==> src/core/rtcam_pkg.sv <==
// rtcam_pkg: register indices, field positions, reset values and timing counts
// assumes a 125 MHz system clock and a low-frequency oscillator sampled on it
package rtcam_pkg;
  // register indices on the plain register port
  localparam logic [3:0] ADDR_HOLD0 = 4'h0;
  localparam logic [3:0] ADDR_HOLD3 = 4'h3;
  localparam logic [3:0] ADDR_ALARM0 = 4'h4;
  localparam logic [3:0] ADDR_ALARM3 = 4'h7;
  localparam logic [3:0] ADDR_CTRL = 4'h8;
  localparam logic [3:0] ADDR_OSC = 4'h9;
  // control register field positions
  localparam int BIT_OSC_ENABLE = 7;
  localparam int BIT_MCD_ENABLE = 6;
  localparam int BIT_OSC_FAIL = 5;
  localparam int BIT_RUN = 4;
  localparam int BIT_ALARM_EN = 3;
  localparam int BIT_ALARM_FLAG = 2;
  localparam int BIT_SET_REQ = 1;
  localparam int BIT_CAP_REQ = 0;
  // oscillator register field position
  localparam int BIT_XTAL_VALID = 4;
  // reset values
  localparam logic [7:0] CTRL_RESET = 8'h00;
  localparam logic [31:0] COUNT_RESET = 32'h0000_0000;
  // timing
  localparam int CLOCK_MHZ = 125;
  localparam int MISSING_US = 100;
  localparam int MISSING_CYCLES = MISSING_US * CLOCK_MHZ;
  localparam int BLANK_MS = 2;
  localparam int BLANK_CYCLES = BLANK_MS * 1000 * CLOCK_MHZ;
  // transfer engine states
  typedef enum logic [1:0] {XFER_IDLE, XFER_SET, XFER_CAP} rtcam_xfer_e;
endpackage : rtcam_pkg

==> src/core/rtcam_osc_if.sv <==
// rtcam_osc_if: oscillator-edge and monitor signals between top and monitor
// assumes one clock domain
`timescale 1ns/1ps
interface rtcam_osc_if;
  logic oscEdge;
  logic oscLevel;
  logic mcdEnable;
  logic oscEnable;
  logic failEvent;
  logic xtalValid;
  modport mon (input oscLevel, oscEnable, mcdEnable, output oscEdge, failEvent, xtalValid);
  modport top (output oscLevel, oscEnable, mcdEnable, input oscEdge, failEvent, xtalValid);
endinterface : rtcam_osc_if

==> src/core/rtcam_osc_monitor.sv <==
// rtcam_osc_monitor: oscillator edge detect, missing-clock timer, valid blanking
// assumes oscillator level and amplitude input already synchronous to clock
`timescale 1ns/1ps
module rtcam_osc_monitor #(
  parameter int MISS_CYCLES = rtcam_pkg::MISSING_CYCLES,
  parameter int BLANK_CYCLES = rtcam_pkg::BLANK_CYCLES
) (
  input wire logic clock,
  input wire logic rst_b,
  input wire logic amplitudeOk,
  rtcam_osc_if.mon osc
);
  logic lastLevel_reg, lastLevel_next;
  logic [13:0] missCount_reg, missCount_next;
  logic [18:0] blankCount_reg, blankCount_next;
  logic armed_reg, armed_next;
  logic valid_reg, valid_next;
  logic edgeNow;

  // next-state for edge detect, one-shot miss timer and blanking
  always_comb begin
    edgeNow = osc.oscLevel != lastLevel_reg;
    lastLevel_next = osc.oscLevel;
    missCount_next = missCount_reg;
    armed_next = armed_reg;
    blankCount_next = blankCount_reg;
    valid_next = 1'b0;
    if (!osc.mcdEnable) begin
      missCount_next = '0;
      armed_next = 1'b1;
    end else if (edgeNow) begin
      missCount_next = '0;
    end else if (armed_reg && missCount_reg < 14'(MISS_CYCLES)) begin
      missCount_next = missCount_reg + 14'd1;
    end else if (armed_reg) begin
      armed_next = 1'b0; // one-shot until re-enabled
    end
    if (!osc.oscEnable) begin
      blankCount_next = '0;
    end else if (blankCount_reg < 19'(BLANK_CYCLES)) begin
      blankCount_next = blankCount_reg + 19'd1;
    end else begin
      valid_next = amplitudeOk; // masked low during blanking
    end
  end

  // registers
  always_ff @(posedge clock) begin
    if (!rst_b) begin
      lastLevel_reg <= 1'b0;
      missCount_reg <= '0;
      armed_reg <= 1'b1;
      blankCount_reg <= '0;
      valid_reg <= 1'b0;
    end else begin
      lastLevel_reg <= lastLevel_next;
      missCount_reg <= missCount_next;
      armed_reg <= armed_next;
      blankCount_reg <= blankCount_next;
      valid_reg <= valid_next;
    end
  end

  assign osc.oscEdge = edgeNow && osc.oscLevel;
  // stuck level longer than the limit fires once
  assign osc.failEvent = osc.mcdEnable && armed_reg && !edgeNow
    && missCount_reg >= 14'(MISS_CYCLES);
  assign osc.xtalValid = valid_reg;
endmodule : rtcam_osc_monitor

==> src/core/rtcam_top.sv <==
// rtcam_top: 32-bit oscillator-clocked counter, set/capture transfer, alarm
// and missing-clock monitor behind a plain register port
// assumes all inputs synchronous to clock; oscLevel is the sampled oscillator
// What this block does and what software must do
// missing-clock detector is a one-shot that runs only while enabled
// enabled detector sets oscillator fail flag after 100 us stuck level
// detector timeout drives interrupt and wake-up outputs
// software disables the detector before changing oscillator settings
// crystal-valid reports oscillation started; startup use only
// crystal-valid is meaningless for 2 ms after oscillator turns on
// counter increments once per oscillator cycle while run bit is 1
// run bit 0 holds the counter value
// counter wraps from maximum to zero and keeps counting
// writing the alarm-flag position sets or clears auto-reset only
// reading the alarm-flag position returns the alarm event flag
// auto-reset clears the counter one oscillator cycle after a match
// software programs compare one below interval when using auto-reset
// set and capture work while the counter runs
// set request loads holding bytes into counter, then self-clears
// capture request snapshots counter into holding bytes, then self-clears
// software writes holding bytes, sets set-request, polls for zero
// software sets capture-request, polls for zero, reads holding bytes
// alarm event when counter equals the 32-bit compare value
// alarm event drives interrupt and wake-up outputs
// software clears alarm-enable, writes compare, then sets alarm-enable
// writing alarm-enable 0 clears the alarm event flag
// re-enable without new compare matches again 2^32 cycles later
// alarm flag lasts at most one oscillator cycle; pending latches it
// holding and compare values are byte registers, low byte first
`timescale 1ns/1ps
module rtcam_top (
  input wire logic clock,
  input wire logic rst_b,
  input wire logic [3:0] regAddr,
  input wire logic [7:0] regWdata,
  input wire logic regWrite,
  input wire logic regRead,
  output logic [7:0] regRdata,
  input wire logic oscLevel,
  input wire logic amplitudeOk,
  input wire logic pendingClear,
  output logic oscEnable,
  output logic irqPending,
  output logic wakeRequest
);
  rtcam_osc_if osc ();

  logic [7:0] ctrl_reg, ctrl_next;
  logic autoReset_reg, autoReset_next;
  logic alarmFlag_reg, alarmFlag_next;
  logic oscillator_fail_flag_reg, oscillator_fail_flag_next;
  logic clearPending_reg, clearPending_next;
  logic [31:0] count_reg, count_next;
  logic [7:0] hold_reg [4];
  logic [7:0] hold_next [4];
  logic [7:0] alarm_reg [4];
  logic [7:0] alarm_next [4];
  logic [7:0] rdata_next;
  logic irq_next;
  rtcam_pkg::rtcam_xfer_e xfer_reg, xfer_next;
  logic [31:0] holdWord, alarmWord;
  logic alarmMatch, ctrlWrite;

  // byte index of a register address inside a four-byte group
  function automatic logic [1:0] byte_sel(input logic [3:0] addr);
    byte_sel = addr[1:0];
  endfunction : byte_sel

  // whether the address lies in a four-byte group starting at base
  function automatic logic in_group(input logic [3:0] addr, input logic [3:0] base);
    in_group = addr[3:2] == base[3:2];
  endfunction : in_group

  // pack byte arrays into words, low byte at lowest address
  generate
    for (genvar i = 0; i < 4; i++) begin : g_pack
      assign holdWord[8*i +: 8] = hold_reg[i];
      assign alarmWord[8*i +: 8] = alarm_reg[i];
    end
  endgenerate

  assign ctrlWrite = regWrite && regAddr == rtcam_pkg::ADDR_CTRL;
  // exact 32-bit equality, gated by alarm enable, checked on an oscillator edge
  // equality only, so a re-enable waits for the counter to come round
  assign alarmMatch = osc.oscEdge && ctrl_reg[rtcam_pkg::BIT_ALARM_EN]
    && count_reg == alarmWord;

  // monitor wiring
  assign osc.oscLevel = oscLevel;
  assign osc.oscEnable = ctrl_reg[rtcam_pkg::BIT_OSC_ENABLE];
  assign osc.mcdEnable = ctrl_reg[rtcam_pkg::BIT_MCD_ENABLE];

  rtcam_osc_monitor u_monitor (
    .clock(clock),
    .rst_b(rst_b),
    .amplitudeOk(amplitudeOk),
    .osc(osc)
  );

  // control register, flags and transfer engine
  always_comb begin
    ctrl_next = ctrl_reg;
    autoReset_next = autoReset_reg;
    alarmFlag_next = 1'b0;
    oscillator_fail_flag_next = oscillator_fail_flag_reg;
    xfer_next = xfer_reg;
    if (ctrlWrite) begin
      ctrl_next = regWdata;
      ctrl_next[rtcam_pkg::BIT_OSC_FAIL] = 1'b0;
      ctrl_next[rtcam_pkg::BIT_ALARM_FLAG] = 1'b0;
      autoReset_next = regWdata[rtcam_pkg::BIT_ALARM_FLAG];
      if (!regWdata[rtcam_pkg::BIT_OSC_FAIL]) begin
        oscillator_fail_flag_next = 1'b0;
      end
    end
    // hardware set of fail flag beats a software clear
    if (osc.failEvent) begin
      oscillator_fail_flag_next = 1'b1;
    end
    // flag lives for one oscillator cycle only
    if (alarmMatch) begin
      alarmFlag_next = 1'b1;
    end else if (alarmFlag_reg && !osc.oscEdge) begin
      alarmFlag_next = 1'b1;
    end
    if (ctrlWrite && !regWdata[rtcam_pkg::BIT_ALARM_EN]) begin
      alarmFlag_next = 1'b0;
    end
    // one request served at a time; set takes priority over capture
    case (xfer_reg)
      rtcam_pkg::XFER_IDLE: begin
        if (ctrl_reg[rtcam_pkg::BIT_SET_REQ]) begin
          xfer_next = rtcam_pkg::XFER_SET;
        end else if (ctrl_reg[rtcam_pkg::BIT_CAP_REQ]) begin
          xfer_next = rtcam_pkg::XFER_CAP;
        end
      end
      rtcam_pkg::XFER_SET: begin
        ctrl_next[rtcam_pkg::BIT_SET_REQ] = 1'b0;
        xfer_next = rtcam_pkg::XFER_IDLE;
      end
      rtcam_pkg::XFER_CAP: begin
        ctrl_next[rtcam_pkg::BIT_CAP_REQ] = 1'b0;
        xfer_next = rtcam_pkg::XFER_IDLE;
      end
      default: xfer_next = rtcam_pkg::XFER_IDLE;
    endcase
  end

  // counter, holding and compare bytes
  always_comb begin
    count_next = count_reg;
    clearPending_next = clearPending_reg;
    hold_next = hold_reg;
    alarm_next = alarm_reg;
    if (osc.oscEdge && clearPending_reg) begin
      count_next = rtcam_pkg::COUNT_RESET; // one cycle after match
      clearPending_next = 1'b0;
    end else if (osc.oscEdge && ctrl_reg[rtcam_pkg::BIT_RUN]) begin
      count_next = count_reg + 32'h0000_0001; // natural wrap
    end // otherwise hold
    if (alarmMatch && autoReset_reg) begin
      clearPending_next = 1'b1;
    end
    // transfers work while running
    if (xfer_reg == rtcam_pkg::XFER_SET) begin
      count_next = holdWord;
      clearPending_next = 1'b0;
    end
    if (xfer_reg == rtcam_pkg::XFER_CAP) begin
      for (int i = 0; i < 4; i++) begin
        hold_next[i] = count_reg[8*i +: 8];
      end
    end else if (regWrite && in_group(regAddr, rtcam_pkg::ADDR_HOLD0)) begin
      hold_next[byte_sel(regAddr)] = regWdata;
    end
    if (regWrite && in_group(regAddr, rtcam_pkg::ADDR_ALARM0)) begin
      alarm_next[byte_sel(regAddr)] = regWdata;
    end
  end

  // read mux and event outputs
  always_comb begin
    rdata_next = 8'h00;
    if (regRead) begin
      if (in_group(regAddr, rtcam_pkg::ADDR_HOLD0)) begin
        rdata_next = hold_reg[byte_sel(regAddr)];
      end else if (in_group(regAddr, rtcam_pkg::ADDR_ALARM0)) begin
        rdata_next = alarm_reg[byte_sel(regAddr)];
      end else if (regAddr == rtcam_pkg::ADDR_CTRL) begin
        rdata_next = ctrl_reg;
        rdata_next[rtcam_pkg::BIT_OSC_FAIL] = oscillator_fail_flag_reg;
        rdata_next[rtcam_pkg::BIT_ALARM_FLAG] = alarmFlag_reg;
      end else if (regAddr == rtcam_pkg::ADDR_OSC) begin
        rdata_next[rtcam_pkg::BIT_XTAL_VALID] = osc.xtalValid;
      end
    end
    // sticky pending; a new event beats the clear
    irq_next = irqPending;
    if (pendingClear) begin
      irq_next = 1'b0;
    end
    if (alarmMatch || osc.failEvent) begin
      irq_next = 1'b1;
    end
  end

  // registers
  always_ff @(posedge clock) begin
    if (!rst_b) begin
      ctrl_reg <= rtcam_pkg::CTRL_RESET;
      autoReset_reg <= 1'b0;
      alarmFlag_reg <= 1'b0;
      oscillator_fail_flag_reg <= 1'b0;
      clearPending_reg <= 1'b0;
      count_reg <= rtcam_pkg::COUNT_RESET;
      xfer_reg <= rtcam_pkg::XFER_IDLE;
      regRdata <= 8'h00;
      irqPending <= 1'b0;
      wakeRequest <= 1'b0;
      oscEnable <= 1'b0;
      for (int i = 0; i < 4; i++) begin
        hold_reg[i] <= 8'h00;
        alarm_reg[i] <= 8'h00;
      end
    end else begin
      ctrl_reg <= ctrl_next;
      autoReset_reg <= autoReset_next;
      alarmFlag_reg <= alarmFlag_next;
      oscillator_fail_flag_reg <= oscillator_fail_flag_next;
      clearPending_reg <= clearPending_next;
      count_reg <= count_next;
      xfer_reg <= xfer_next;
      regRdata <= rdata_next;
      irqPending <= irq_next;
      wakeRequest <= irq_next;
      oscEnable <= ctrl_next[rtcam_pkg::BIT_OSC_ENABLE];
      hold_reg <= hold_next;
      alarm_reg <= alarm_next;
    end
  end
endmodule : rtcam_top

==> config.mk <==
export PLATFORM = sky130hd
export DESIGN_NAME = rtcam_top
export DESIGN_NICKNAME = d
export VERILOG_FILES = /design/src/core/rtcam_pkg.sv /design/src/core/rtcam_osc_if.sv /design/src/core/rtcam_osc_monitor.sv /design/src/core/rtcam_top.sv
export SDC_FILE = /design/constraint.sdc
export NUM_CORES = 1
export LEC_CHECK = 0
export BUFFER_PORTS_ARGS = -buffer_cell sky130_fd_sc_hd__buf_2
export CAP_MARGIN = 20
export CORE_UTILIZATION = 60
export CTS_CLUSTER_SIZE = 30
export DETAILED_ROUTE_END_ITERATION = 6
export PLACE_DENSITY = 0.9
export SLEW_MARGIN = 20
export SYNTH_ARGS = -nofsm -noshare
export SYNTH_HDL_FRONTEND = slang
export SYNTH_SLANG_ARGS = --single-unit
==> constraint.sdc <==
create_clock -name clock -period 2.3 [get_ports clock]
set_clock_uncertainty 0.1 [all_clocks]
set_input_delay 0.115 -clock clock [delete_from_list [all_inputs] [get_ports clock]]
set_output_delay 0.115 -clock clock [all_outputs]
set_load 0.03 [all_outputs]
After elaboration in Yosys (flattened, before gate mapping)
Index checks and enable logic that the tools add are counted.
Cells by class
  mux-type cells: 32
  order comparisons: 5
  divide/modulo/power cells: 0
  reductions and logical operators: 40
  multiply operators: 0
  bitwise operators: 7
  $add $sub $neg: 3
  eq/ne operators: 8
  shift operators: 0
Operators by type and width (number)
  $mux W32: 5
  $bwmux W32: 2
  $mux W8: 7
  $add A32 B1 Y32 const B: 1
  $bmux W8 S2: 2
  $eq A32 B32 Y1: 1
  $add A19 B1 Y19 const B: 1
  $lt A19 B18 Y1 const B: 1
  $demux W8 S2: 1
  $logic_and A1 B1 Y1: 16
  $add A14 B1 Y14 const B: 1
  $ge A14 B14 Y1 const B: 1
  $lt A14 B14 Y1 const B: 1
  $mux W1: 13
  $reduce_and A2 Y1: 6
  $reduce_bool A2 Y1: 5
  $reduce_or A3 Y1: 3
  $eq A4 B4 Y1 const B: 2
  $not A1 Y1: 6
  $reduce_or A2 Y1: 3
  $eq A2 B1 Y1 const B: 2
  $logic_not A2 Y1: 2
  $mux W4: 1
  $ge A3 B3 Y1 const B: 1
  other kinds (9): 11
Word-level totals
  input bits: 19
  bits in read-only memories: 0
  output and inout bits: 11
  RAM bits: 0
  latch bits: 0
  register bits after elaboration: 153
  logic and storage cells: 121
  memories: 0

Logic depth before layout (Yosys ltp)
  depth in word-level cells: 8
  depth in mapped cells: 9

Hierarchy
Synthesis repeated with hierarchy kept, for this count alone.
Second synthesis, totals
  cells, all modules: 932
  area total of the unflattened synthesis: 7961.4 µm²
By module, submodules not included
  rtcam_top: instances 1, area an instance 6138.4 µm², seq. area each 2342.2 µm², cells an instance 722
  rtcam_osc_monitor: instances 1, area an instance 1823.0 µm², seq. area each 720.7 µm², cells an instance 210

Worst setup path after synthesis
OpenSTA, ideal clock, no wires.
  kind: flip-flop to flip-flop
  from: register u_monitor.lastLevel_reg
  to: register count_reg[27]
  library setup time: 0.125 ns
  arrival time: 1.812 ns
  period minus slack after synthesis: 2.037 ns
  slack: 0.263 ns
  cell stages (with the launch flop): 8
  path buffers: 0
  cells stage by stage: dfxtp_1 inv_1 ha_1 nand2_1 or3_1 or3_4 a221oi_1 o31ai_1
On the way
  longest elaborated chain between the ends: 5
  elaborated cells on any way between the ends: 7
Ends and longest elaborated chain
  from (decl): RTL line rtcam_osc_monitor.sv:13  | logic lastLevel_reg, lastLevel_next;
  from (signal assigned): RTL line rtcam_osc_monitor.sv:56  | lastLevel_reg <= lastLevel_next;
  $ne A1 B1 Y1 *: RTL line rtcam_osc_monitor.sv:22  | edgeNow = osc.oscLevel != lastLevel_reg;
  $logic_and A1 B1 Y1 *: RTL line rtcam_osc_monitor.sv:64  | assign osc.oscEdge = edgeNow && osc.oscLevel;
  $logic_and A1 B1 Y1: RTL line rtcam_top.sv:156  | if (osc.oscEdge && clearPending_reg) begin
  $mux W32: RTL line rtcam_top.sv:156
  $mux W32: RTL line rtcam_top.sv:166  | if (xfer_reg == rtcam_pkg::XFER_SET) begin
  to (signal assigned): RTL line rtcam_top.sv:216  | count_reg <= rtcam_pkg::COUNT_RESET;
  to (signal assigned): RTL line rtcam_top.sv:232  | count_reg <= count_next;
  to (decl): RTL line rtcam_top.sv:53  | logic [31:0] count_reg, count_next;
Every way passes the cells marked *; elsewhere a longest branch is shown, timed or not.
A chain may end at the register's enable or synchronous reset.

Worst setup path after layout
  from: register u_monitor.missCount_reg[2]
  to: register u_monitor.missCount_reg[3]
On the way
  longest elaborated chain between the ends: 2
  elaborated cells on any way between the ends: 3
Ends and longest elaborated chain
  from (decl): RTL line rtcam_osc_monitor.sv:14  | logic [13:0] missCount_reg, missCount_next;
  from (signal assigned): RTL line rtcam_osc_monitor.sv:57  | missCount_reg <= missCount_next;
  $lt A14 B14 Y1: RTL line rtcam_osc_monitor.sv:33  | end else if (armed_reg && missCount_reg < 14'(MISS_CYCLES)) begin
  $logic_and A1 B1 Y1: RTL line rtcam_osc_monitor.sv:33
Several ways; a longest one is shown, not always the timed one.

==> results.md <==
- Post-DP HPWL: 17.92 mm
- Antenna Cells: 0
- # DRC: 0
- Final period util: 99.57%
- Fin crit period: 2290 ps
- RD Place Congestion: 1.030
- Syn_area_per_cell: 8.576 sq um
- Post-Syn Instances: 935
- Drt wl/cell: 23.36 microns
- RSZ-0062 raised after global routing: no
- Area Growth Syn to Fin: 15.59%
- Total number of vias: 8103
- Die Wd: 117.6 microns
- Slew margin rel.: 53.89%
- Logic pwr share: 5.8%
- Seq cells post-synth: 153
- Synth async-reset ratio: 0%
- Largest net degree at the start of global routing: 42
- Rows: 41
- Root Buffer: clkbuf_16
- Final Hold Vio Count: 0
- DRT Pass-1 Iters: 7
- YS warnings: 0
- First-pass GRT wire length: 42.52 mm
- Final Setup Violations: 0
- Via density: 6.949
- Setup tns final: 0 ps
- Worst setup EP type: register
- Synth Flop Type: dfxtp_1
- Reg clk slew, reported paths: 60 ps
- Initial drt markers: 1113
- Switching power: 1.433 mW
- Ranking of synthesized cells by area: dfxtp_1 38%, mux2i_1 9.1%, nor2_1 5.2%
- Most frequent CP cell: a21oi_1
- Total track usage: 39.86%
- WL final: 27.24 mm
- Element type at the critical path start: register
- Die height: 117.6 microns
- CTS tree: done
- Critical Path Slowest Stage Cell: or3_1
- Mapped Nets: 959
- Number of synthesized flops with an enable pin: 0
- CTS buffer count: 17
- Count leader, synth: dfxtp_1
- Number of global-route vias before repair: 7817
- IO Count: 30
- Port bufs: 29
- Worst path cell trace: o21a_1, o21ai_0, a21oi_1, or3_1, a21oi_1
- Initial Util: 62.53%
- Sink Count: 153
- CTS H-Tree Depth: 4
- Worst Path Arrival: 2530 ps
- Critical Path RT: 2540 ps
- Pwr Density: 640.5 mW/mm^2
- Grt total ovfl: 0
- Fin util: 72.27%
- Clock latency on the worst-skew pair: 440 ps
- Fraction of layout cells with a size suffix above 1: 15.19%
- # Max-Cap Violations: 0
- Max Root-Sink Buffers: 2
- Synthesized area: 0.008019 sq mm
- Type of the worst setup path: register to register
- Worst VDD drop: 497.1 uV
- Sw Share: 24.14%
- Top cells by count, synth: 153 x dfxtp_1, 111 x nor2_1, 77 x nand2_1
- Fin. max-slew vios: 0
- Area leader, netlist: dfxtp_1
- Routed Antenna Nets: 0
- Clock network power share: 48.6%
- Worst Tran Pin Value: 685.3 ps
- Sequential element share of the synthesized area: 38.20%
- Largest stage delay, worst path: 480 ps
- Crit path max fanout: 10
- Seq pwr share: 45.6%
- Leak: 3.562 nW
- Core ar.: 0.01282 sq mm
- Status: finished, final reports clean
- Peak Freq: 0.4367 GHz
- DIE AREA: 0.01383 sq mm
- Initial antenna violation count: 0
- Post-synth cell types: 62
- Nets: 1006
- Worst hold path class: input pin to register
- Yosys top cell area share: 38.20%
- Cell internal pwr: 4.503 mW
## per-stage QoR
stage                     hold WS [ps]  cell area, sq um  setup slack [ps]  power (mW)  instances
final                            60.04              9269             9.888       5.937       1166
after CTS                        29.00              9269             194.7       5.891       1166
after global placement           268.8              8541             270.2       3.057       1122
after detailed placement         276.4              8541             202.9       3.065       1122
after floorplan                  142.3              8019             262.7       2.943        935
after global routing             45.27              9269             7.384       6.030       1166
## cell families (layout without fill, tap and decap cells)
kind of cell | after synthesis | after routing | synth area share [%]
fa+ha+maj | 5 | 5 | 0.7802
mux | 88 | 88 | 13.32
simple gates | 355 | 355 | 22.25
xor+xnor | 48 | 48 | 5.243
buf+inv | 94 | 153 | 4.915
compound gates | 192 | 192 | 15.29
flops | 153 | 153 | 38.20
## power groups by stage
stage | Clock [mW] | Combinational (mW) | Sequential [mW]
after CTS | 2.86 | 0.324 | 2.70
after detailed placement | 0 | 0.303 | 2.76
final | 2.88 | 0.347 | 2.71
after global placement | 0 | 0.297 | 2.76
after global routing | 2.97 | 0.355 | 2.71
after floorplan | 0 | 0.187 | 2.76
## cell type report
type                            count  area, sq um
Clock buffer                       17        425.4
Clock inverter                     14        172.7
Fill cell                         893         3556
Inverter                           20        75.07
Multi-Input combinational cell    688         4567
Sequential cell                   153         3063
Tap cell                          172        215.2
Timing Repair Buffer              102        750.7
## layer usage
layer	wire length (microns)	up-vias	GRT usage, %
met5	0	-	0
met4	2140	0	28.69
met3	3375	216	13.08
met2	11810	664	59.78
met1	9913	3755	47.84
li1	-	3468	-
## worst max-delay path, delay by kind of cell, from the launching register on
kind / cells / cell delay (ps)
and+or+nand+nor: 1 / 480
DFF: 1 / 360
AOI/OAI and AO/OA: 4 / 1250
## cell usage in the layout (no fill, tap or decap), types with 23 or more instances in the layout
| cell type | Yosys | routed |
|---|---|---|
| nor2_1 | 111 | 111 |
| nand3_1 | 26 | 26 |
| buf_4 | 4 | 58 |
| a211oi_1 | 38 | 38 |
| nor3_1 | 28 | 28 |
| buf_2 | 14 | 29 |
| a21oi_1 | 67 | 67 |
| xnor2_1 | 45 | 45 |
| nand2_1 | 77 | 77 |
| dfxtp_1 | 153 | 153 |
| mux2i_1 | 73 | 73 |
| o21ai_0 | 27 | 27 |
| nand4_1 | 23 | 23 |
## path summary, 6_finish.rpt
path,startpoint,depth (start not counted),end,slack [ps]
max,u_monitor.missCount_reg[2],5,u_monitor.missCount_reg[3],10
min,regWdata[0],3,alarmWord[16],60
max reg2reg,u_monitor.missCount_reg[2],5,u_monitor.missCount_reg[3],10
min reg2reg,xfer_reg[0],1,xfer_reg[0],360
## what timing repair did
item	in CTS	in global routing
hold buffers	13	0
endpoints found under the hold margin	14	0
resized for setup	0	0
setup buffers	0	0
No activity file was read; power rests on OpenSTA's default activity.
